### config.mk
export PLATFORM = sky130hd
export DESIGN_NAME = iom_exec
export DESIGN_NICKNAME = d
export VERILOG_FILES = /design/src/design/iom_pkg.sv /design/src/design/iom_decoder.sv /design/src/design/iom_exec.sv
export SDC_FILE = /design/constraint.sdc
export NUM_CORES = 1
export LEC_CHECK = 0
export ABC_CLOCK_PERIOD_IN_PS = 2700
export BUFFER_PORTS_ARGS = -buffer_cell sky130_fd_sc_hd__buf_2
export CORE_ASPECT_RATIO = 2
export CORE_MARGIN = 2
export CORE_UTILIZATION = 44
export CTS_BUF_LIST = sky130_fd_sc_hd__clkbuf_16
export DETAILED_ROUTE_END_ITERATION = 8
export PLACE_DENSITY_LB_ADDON = 0.12
export SLEW_MARGIN = 15
export SYNTH_ARGS = -nofsm -noshare
export SYNTH_HDL_FRONTEND = slang
export SYNTH_HIERARCHICAL = 1
export SYNTH_SLANG_ARGS = --single-unit
### constraint.sdc
create_clock -name clock_in -period 2.7 [get_ports clock_in]
set_input_delay 0.54 -clock clock_in [delete_from_list [all_inputs] [get_ports clock_in]]
set_output_delay 0.54 -clock clock_in [all_outputs]
set_load 0.02 [all_outputs]
### src/design/iom_pkg.sv
package iom_pkg;
    localparam int OPCODE_W = 14;
    localparam int DATA_W = 8;
    localparam int ADDR_W = 7;
    localparam int DEST_BIT = 7;
    localparam int OPSEL_HI = 13;
    localparam int OPSEL_LO = 8;
    localparam int LIT_SEL_LO = 8;
    localparam logic [5:0] INCREMENT_FILE_OP = 6'h0a;
    localparam logic [5:0] OR_WORK_WITH_FILE_OP = 6'h04;
    localparam logic [5:0] MOVE_FILE_OP = 6'h08;
    localparam logic [5:0] OR_LITERAL_INTO_WORK_OP = 6'h38;
    localparam logic [7:0] WORK_RESET = 8'h00;
    localparam logic ZERO_RESET = 1'b0;

    typedef enum logic [2:0] {
        OP_NONE = 3'b000,
        OP_INC = 3'b001,
        OP_ORL = 3'b010,
        OP_ORF = 3'b011,
        OP_MOV = 3'b100
    } iom_op_type;

    typedef struct packed {
        iom_op_type op;
        logic to_file;
        logic [6:0] addr;
        logic [7:0] literal;
    } iom_dec_type;

    typedef struct packed {
        logic wr;
        logic [6:0] addr;
        logic [7:0] data;
    } iom_file_wr_type;
endpackage

### src/design/iom_decoder.sv
`timescale 1ns/1ps
`default_nettype none
module iom_decoder (
    input wire logic [13:0] opcode_in,
    output iom_pkg::iom_dec_type dec_out
);
    import iom_pkg::*;

    logic [5:0] sel;

    always_comb begin
        sel = opcode_in[OPSEL_HI:OPSEL_LO];
        dec_out.to_file = opcode_in[DEST_BIT];
        dec_out.addr = opcode_in[ADDR_W-1:0];
        dec_out.literal = opcode_in[DATA_W-1:0];
        if (sel == INCREMENT_FILE_OP) begin
            dec_out.op = OP_INC;
        end else if (sel == OR_WORK_WITH_FILE_OP) begin
            dec_out.op = OP_ORF;
        end else if (sel == MOVE_FILE_OP) begin
            dec_out.op = OP_MOV;
        end else if (sel == OR_LITERAL_INTO_WORK_OP) begin
            dec_out.op = OP_ORL;
        end else begin
            dec_out.op = OP_NONE;
        end
        if (sel == OR_LITERAL_INTO_WORK_OP) begin
            dec_out.to_file = 1'b0;
        end
    end
endmodule // iom_decoder
`default_nettype wire

### src/design/iom_exec.sv
`timescale 1ns/1ps
`default_nettype none
// Contract
// - increment-file adds one to the file register; zero flag from 8-bit result.
// - destination bit 0 writes working register, 1 writes file register back.
// - or-literal ORs working register with immediate into working register, zero flag updated.
// - or-work-with-file ORs working and file register, routed by destination, zero flag.
// - move-file copies file register to working register or back to itself.
// - move-file updates zero flag from moved value for both destinations.
module iom_exec #(
    parameter int DATA_WIDTH = iom_pkg::DATA_W,
    parameter int ADDR_WIDTH = iom_pkg::ADDR_W,
    parameter int OPCODE_WIDTH = iom_pkg::OPCODE_W
) (
    input wire logic clock_in,
    input wire logic rst_in,
    input wire logic valid_in,
    input wire logic [13:0] opcode_in,
    input wire logic [7:0] file_data_in,
    output logic [6:0] file_addr_out,
    output iom_pkg::iom_file_wr_type file_wr_out,
    output logic [7:0] work_out,
    output logic zero_out,
    output logic handled_out
);
    import iom_pkg::*;

    // the carrier structs and the decoder are cut for the documented widths only
    if (DATA_WIDTH != DATA_W) begin : g_bad_data_width
        $error("iom_exec: DATA_WIDTH must equal the package data width");
    end
    if (ADDR_WIDTH != ADDR_W) begin : g_bad_addr_width
        $error("iom_exec: ADDR_WIDTH must equal the package address width");
    end
    if (OPCODE_WIDTH != OPCODE_W) begin : g_bad_opcode_width
        $error("iom_exec: OPCODE_WIDTH must equal the package opcode width");
    end
    // the destination bit must sit above the address field
    if (DEST_BIT < ADDR_WIDTH) begin : g_bad_dest_bit
        $error("iom_exec: destination bit overlaps the file address");
    end

    iom_dec_type dec;
    logic [DATA_WIDTH-1:0] work_q;
    logic [DATA_WIDTH-1:0] work_d;
    logic zero_q;
    logic zero_d;
    iom_file_wr_type wr_q;
    iom_file_wr_type wr_d;
    logic [DATA_WIDTH-1:0] result;
    logic hit;
    logic is_inc;
    logic is_orl;
    logic is_orf;
    logic is_mov;
    logic [DATA_WIDTH-1:0] or_operand;
    logic [DATA_WIDTH-1:0] or_result;
    logic [DATA_WIDTH-1:0] inc_result;
    logic [DATA_WIDTH-1:0] inc_carry;
    logic result_zero;
    logic writes_file;
    logic writes_work;

    iom_decoder u_decoder (
        .opcode_in(opcode_in),
        .dec_out(dec)
    );

    // file read is combinational so the whole op retires in one cycle
    assign file_addr_out = dec.addr;
    assign hit = valid_in && (dec.op != OP_NONE);
    assign handled_out = hit;

    // one flag per op keeps the result mux and the routing readable
    always_comb begin
        is_inc = 1'b0;
        is_orl = 1'b0;
        is_orf = 1'b0;
        is_mov = 1'b0;
        case (dec.op)
            OP_INC: begin
                is_inc = 1'b1;
            end
            OP_ORL: begin
                is_orl = 1'b1;
            end
            OP_ORF: begin
                is_orf = 1'b1;
            end
            OP_MOV: begin
                is_mov = 1'b1;
            end
            default: begin
                is_inc = 1'b0;
            end
        endcase
    end

    // the or shares one gate row: literal for the immediate form, file data otherwise
    always_comb begin
        if (is_orl) begin
            or_operand = dec.literal;
        end else begin
            or_operand = file_data_in;
        end
    end

    // per-bit datapath; a ripple incrementer is cheap enough at eight bits
    assign inc_carry[0] = 1'b1;
    for (genvar i = 0; i < DATA_WIDTH; i++) begin : g_bit
        assign or_result[i] = work_q[i] | or_operand[i];
        assign inc_result[i] = file_data_in[i] ^ inc_carry[i];
        if (i < DATA_WIDTH - 1) begin : g_carry
            // carry out of the top bit is dropped, so ff wraps to 00
            assign inc_carry[i+1] = file_data_in[i] & inc_carry[i];
        end
    end

    // result mux; an unknown op leaves the working register as it is
    always_comb begin
        result = work_q;
        if (is_inc) begin
            result = inc_result;
        end else if (is_orl || is_orf) begin
            result = or_result;
        end else if (is_mov) begin
            result = file_data_in;
        end
    end

    assign result_zero = (result == '0);

    // the immediate form has no destination bit and always lands in the working register
    always_comb begin
        writes_file = 1'b0;
        writes_work = 1'b0;
        if (hit) begin
            if (dec.to_file && !is_orl) begin
                writes_file = 1'b1;
            end else begin
                writes_work = 1'b1;
            end
        end
    end

    // working register group
    always_comb begin
        work_d = work_q;
        if (writes_work) begin
            work_d = result;
        end
    end

    always_ff @(posedge clock_in) begin
        if (rst_in) begin
            work_q <= WORK_RESET;
        end else begin
            work_q <= work_d;
        end
    end

    // zero flag group; move updates it for either destination, so moving onto itself tests
    always_comb begin
        zero_d = zero_q;
        if (hit) begin
            zero_d = result_zero;
        end
    end

    always_ff @(posedge clock_in) begin
        if (rst_in) begin
            zero_q <= ZERO_RESET;
        end else begin
            zero_q <= zero_d;
        end
    end

    // file write group; the register file must apply the pulse, bypass is its job
    always_comb begin
        wr_d = '0;
        wr_d.addr = dec.addr;
        wr_d.data = result;
        if (writes_file) begin
            wr_d.wr = 1'b1;
        end
    end

    always_ff @(posedge clock_in) begin
        if (rst_in) begin
            wr_q <= '0;
        end else begin
            wr_q <= wr_d;
        end
    end

    assign work_out = work_q;
    assign zero_out = zero_q;
    assign file_wr_out = wr_q;
endmodule // iom_exec
`default_nettype wire

==> flow_summary_export.csv <==
group,metric,value,unit
layout,antenna_cells,0,
grt,grt_pass1_wl,6640,um
timing,timing.final.crit_share,98.8,%
power,p_int,651,uW
grt,grt_max_degree,27,
power,p_clk_share,36.9,%
critical_path,worst-setup-path-type,"in -> reg",
synth,netlist_instances,171,
grt,grt_pass1_vias,1508,
timing,fmax,375,MHz
power,leakage,0.960,nW
timing,setup_violations,0,
layout,fin_util,59.9,%
critical_path,cp_max_fo,2,
place,post-place-ws,-0.213,ns
power,power_switching,220,uW
timing,finalHoldViolCount,0,
drt,routed-via-count,1544,
floorplan,core_area,3380,um2
layout,design_area,2020,um2
grt,grt_use_total,22.1,%
clock_network,clockBufferDepth,2,
layout,syn2layout_area_growth,32.3,%
floorplan,initial_utilization,45.3,%
clock_network,cts_root_buffer,"clkbuf_16",
synth,synth_enable_flop_cells,0,
place,routabilityCongestion,0.857,
floorplan,die_w,45.7,um
clock_network,cts_sinks,25,
drt,drt_first_pass_iters,4,
power,total_power,871,uW
grt,gr-total-overflow,0,
place,place_inst,260,
power,p_comb_share,19.0,%
floorplan,std_cell_rows,30,
drt,dr.first_iter.drc_count,31,
timing,slew_headroom,69.8,%
synth,synth_area,1530,um2
clock_network,clkSlewWorstSetupHoldPaths,0.06,ns
clock_network,clk_latency,0.26,ns
floorplan,die-height,87.4,um
synth,synth.avg_cell_area,8.95,um2
power,peakVddDrop,0.339,mV
timing,fin_skew,0.00180,ns
synth,ys_types,47,
drt,vias_per_cell,5.80,
clock_network,cts_tree,"built",
power,seq_power_share,44.1,%
timing,period_minus_slack,2.67,ns
critical_path,critical_path_arrival,2.85,ns
power,power_density,430,nW/um2
drt,ant_nets,0,
grt,antenna_found_initial,0,
drt,drc,0,
clock_network,cts_buffers,3,
synth,yosysWarnings,6,
place,io_buffers,57,
synth,async_reset_ff_share,0,%
drt,drt-total-wl,4210,um
place,dpl-instance-area,1890,um2
clock_network,h-tree-depth,1,
synth,ys_seq_area_share,32.7,%
synth,synth_seq_cells,25,
critical_path,worstPathRequired,2.88,ns
timing,tns,0,ns
floorplan,die_area,3990,um2
timing,worst-slew-pin-transition,0.450,ns
critical_path,cp-end-kind,"register",
critical_path,startpoint_type,"input pin",
outcome,status,"finished, final reports clean",
worst_hold_path,holdCritPathClass,"reg -> reg",
drt,wl_per_cell,15.8,um
layout,fill_cells,306,
layout,drive_gt1_share,44.0,%
timing,worst_slack,0.0316,ns
layout,final_cells,266,
job,cap_violations,0,
place,place.detailed.hpwl,3290,um
clock_network,cts-hold-fix-buffers,0,
floorplan,ios,58,
synth,synth_nets,202,
layout,fin_nets,266,
synth,synthFlopType,"dfxtp_1",
timing,whs,0.478,ns
timing,slew_violations,0,
power,p_sw_share,25.2,%
-- power groups by stage --
| stage | sequential, mW | combinational [mW] | clock (mW) |
|---|---|---|---|
| 2_1_floorplan | 0.407 | 0.0849 | 0 |
| 3_3_place_gp | 0.392 | 0.155 | 0 |
| 3_5_place_dp | 0.393 | 0.158 | 0 |
| 4_1_cts | 0.384 | 0.160 | 0.328 |
| 5_1_grt | 0.385 | 0.178 | 0.342 |
| 6_report | 0.384 | 0.165 | 0.322 |
-- what timing repair did --
| item | 4_1_cts | 5_1_grt |
|---|---|---|
| resized for setup | 1 | 6 |
| setup endpoints to repair | 1 | 3 |
| setup buffers | 0 | 2 |
| pin swaps | 0 | 2 |
-- final timing paths --
kind / depth (start not counted) / slack [ns] / end / start
worst min-delay path: 2 / 0.48 / work_out[1] / work_out[1]
worst min register to register: 2 / 0.48 / work_out[1] / work_out[1]
worst max-delay path: 12 / 0.03 / zero_out / file_data_in[0]
worst max register to register: 4 / 1.27 / zero_out / work_out[4]
-- final cells by class --
| cell class | instances | area (um2) | share of cell area [%] |
|---|---|---|---|
| multi-input combinational | 118 | 887 | 43.8 |
| timing repair buffer | 84 | 507 | 25.0 |
| sequential | 25 | 500 | 24.7 |
| clock buffer | 3 | 75.1 | 3.71 |
| tap | 32 | 40.0 | 1.98 |
| inverter | 3 | 11.3 | 0.556 |
| clock inverter | 1 | 3.75 | 0.185 |
-- sequential cells by signal (all words and copies together), names as in the netlist --
name	cells
file_wr_out	16
zero_out	1
work_out	8
-- synthesized netlist by cell type, types with 2 or more instances --
| library cell | n | share of area (%) |
|---|---|---|
| buf_2 | 4 | 1.3 |
| buf_6 | 3 | 2.2 |
| inv_1 | 3 | 0.74 |
| nor2b_1 | 9 | 3.7 |
| nand3b_1 | 6 | 2.9 |
| nor3b_1 | 5 | 2.5 |
| ha_1 | 6 | 4.9 |
| a211oi_1 | 5 | 2.5 |
| dfxtp_1 | 25 | 33 |
| or4b_1 | 2 | 1.3 |
| o211ai_1 | 4 | 2.0 |
| mux2i_1 | 2 | 1.3 |
| nand2_1 | 7 | 1.7 |
| buf_4 | 15 | 7.4 |
| o21ai_0 | 6 | 2.0 |
| a21oi_1 | 5 | 1.6 |
| a221oi_2 | 2 | 2.0 |
| a211o_1 | 4 | 2.3 |
| a31oi_1 | 4 | 1.6 |
| a221oi_1 | 3 | 1.7 |
| nor2_1 | 23 | 5.6 |
| clkbuf_1 | 3 | 0.74 |
-- per-layer routing --
metal | vias up | routed length, um | track usage, % | part of all wire [%]
met5 | - | 0 | 0 | 0
met4 | 0 | 168 | 12.2 | 4.0
met3 | 13 | 156 | 2.70 | 3.7
met2 | 50 | 2300 | 39.8 | 55
met1 | 744 | 1590 | 23.1 | 38
li1 | 737 | - | - | -
-- placed cells by master, fill, tap and decap left out, drive strengths merged, types with 3 or more instances in the layout --
cell type  count
or3b           3
ha             6
clkbuf         3
nand2          7
o211ai         4
inv            4
nor2          23
nor2b          9
a211o          4
nand3b         6
a21oi          5
dfxtp         25
nor3b          5
buf           84
o21ai          7
a31oi          4
a221oi         5
a211oi         6
-- worst max-delay path, cell delays in order --
cell,delay (ns)
buf_2,0.12
ha_1,0.19
ha_1,0.18
ha_1,0.19
ha_1,0.19
ha_1,0.18
ha_1,0.19
xor2_1,0.18
o21ai_0,0.18
nor4bb_2,0.29
nand4_1,0.16
o31ai_2,0.25
-- cell families (layout without fill, tap and decap cells) --
group	count (synthesis)	in the layout	synth area share (%)
AOI/OAI and AO/OA	47	47	24.4
xor gates and xnor gates	1	1	0.572
and+or+nand+nor	60	60	22.0
muxes	4	4	3.03
buffers and inverters	28	91	12.3
adders and majority gates	6	6	4.91
DFF	25	25	32.7
No activity file was read; power rests on OpenSTA's default activity.
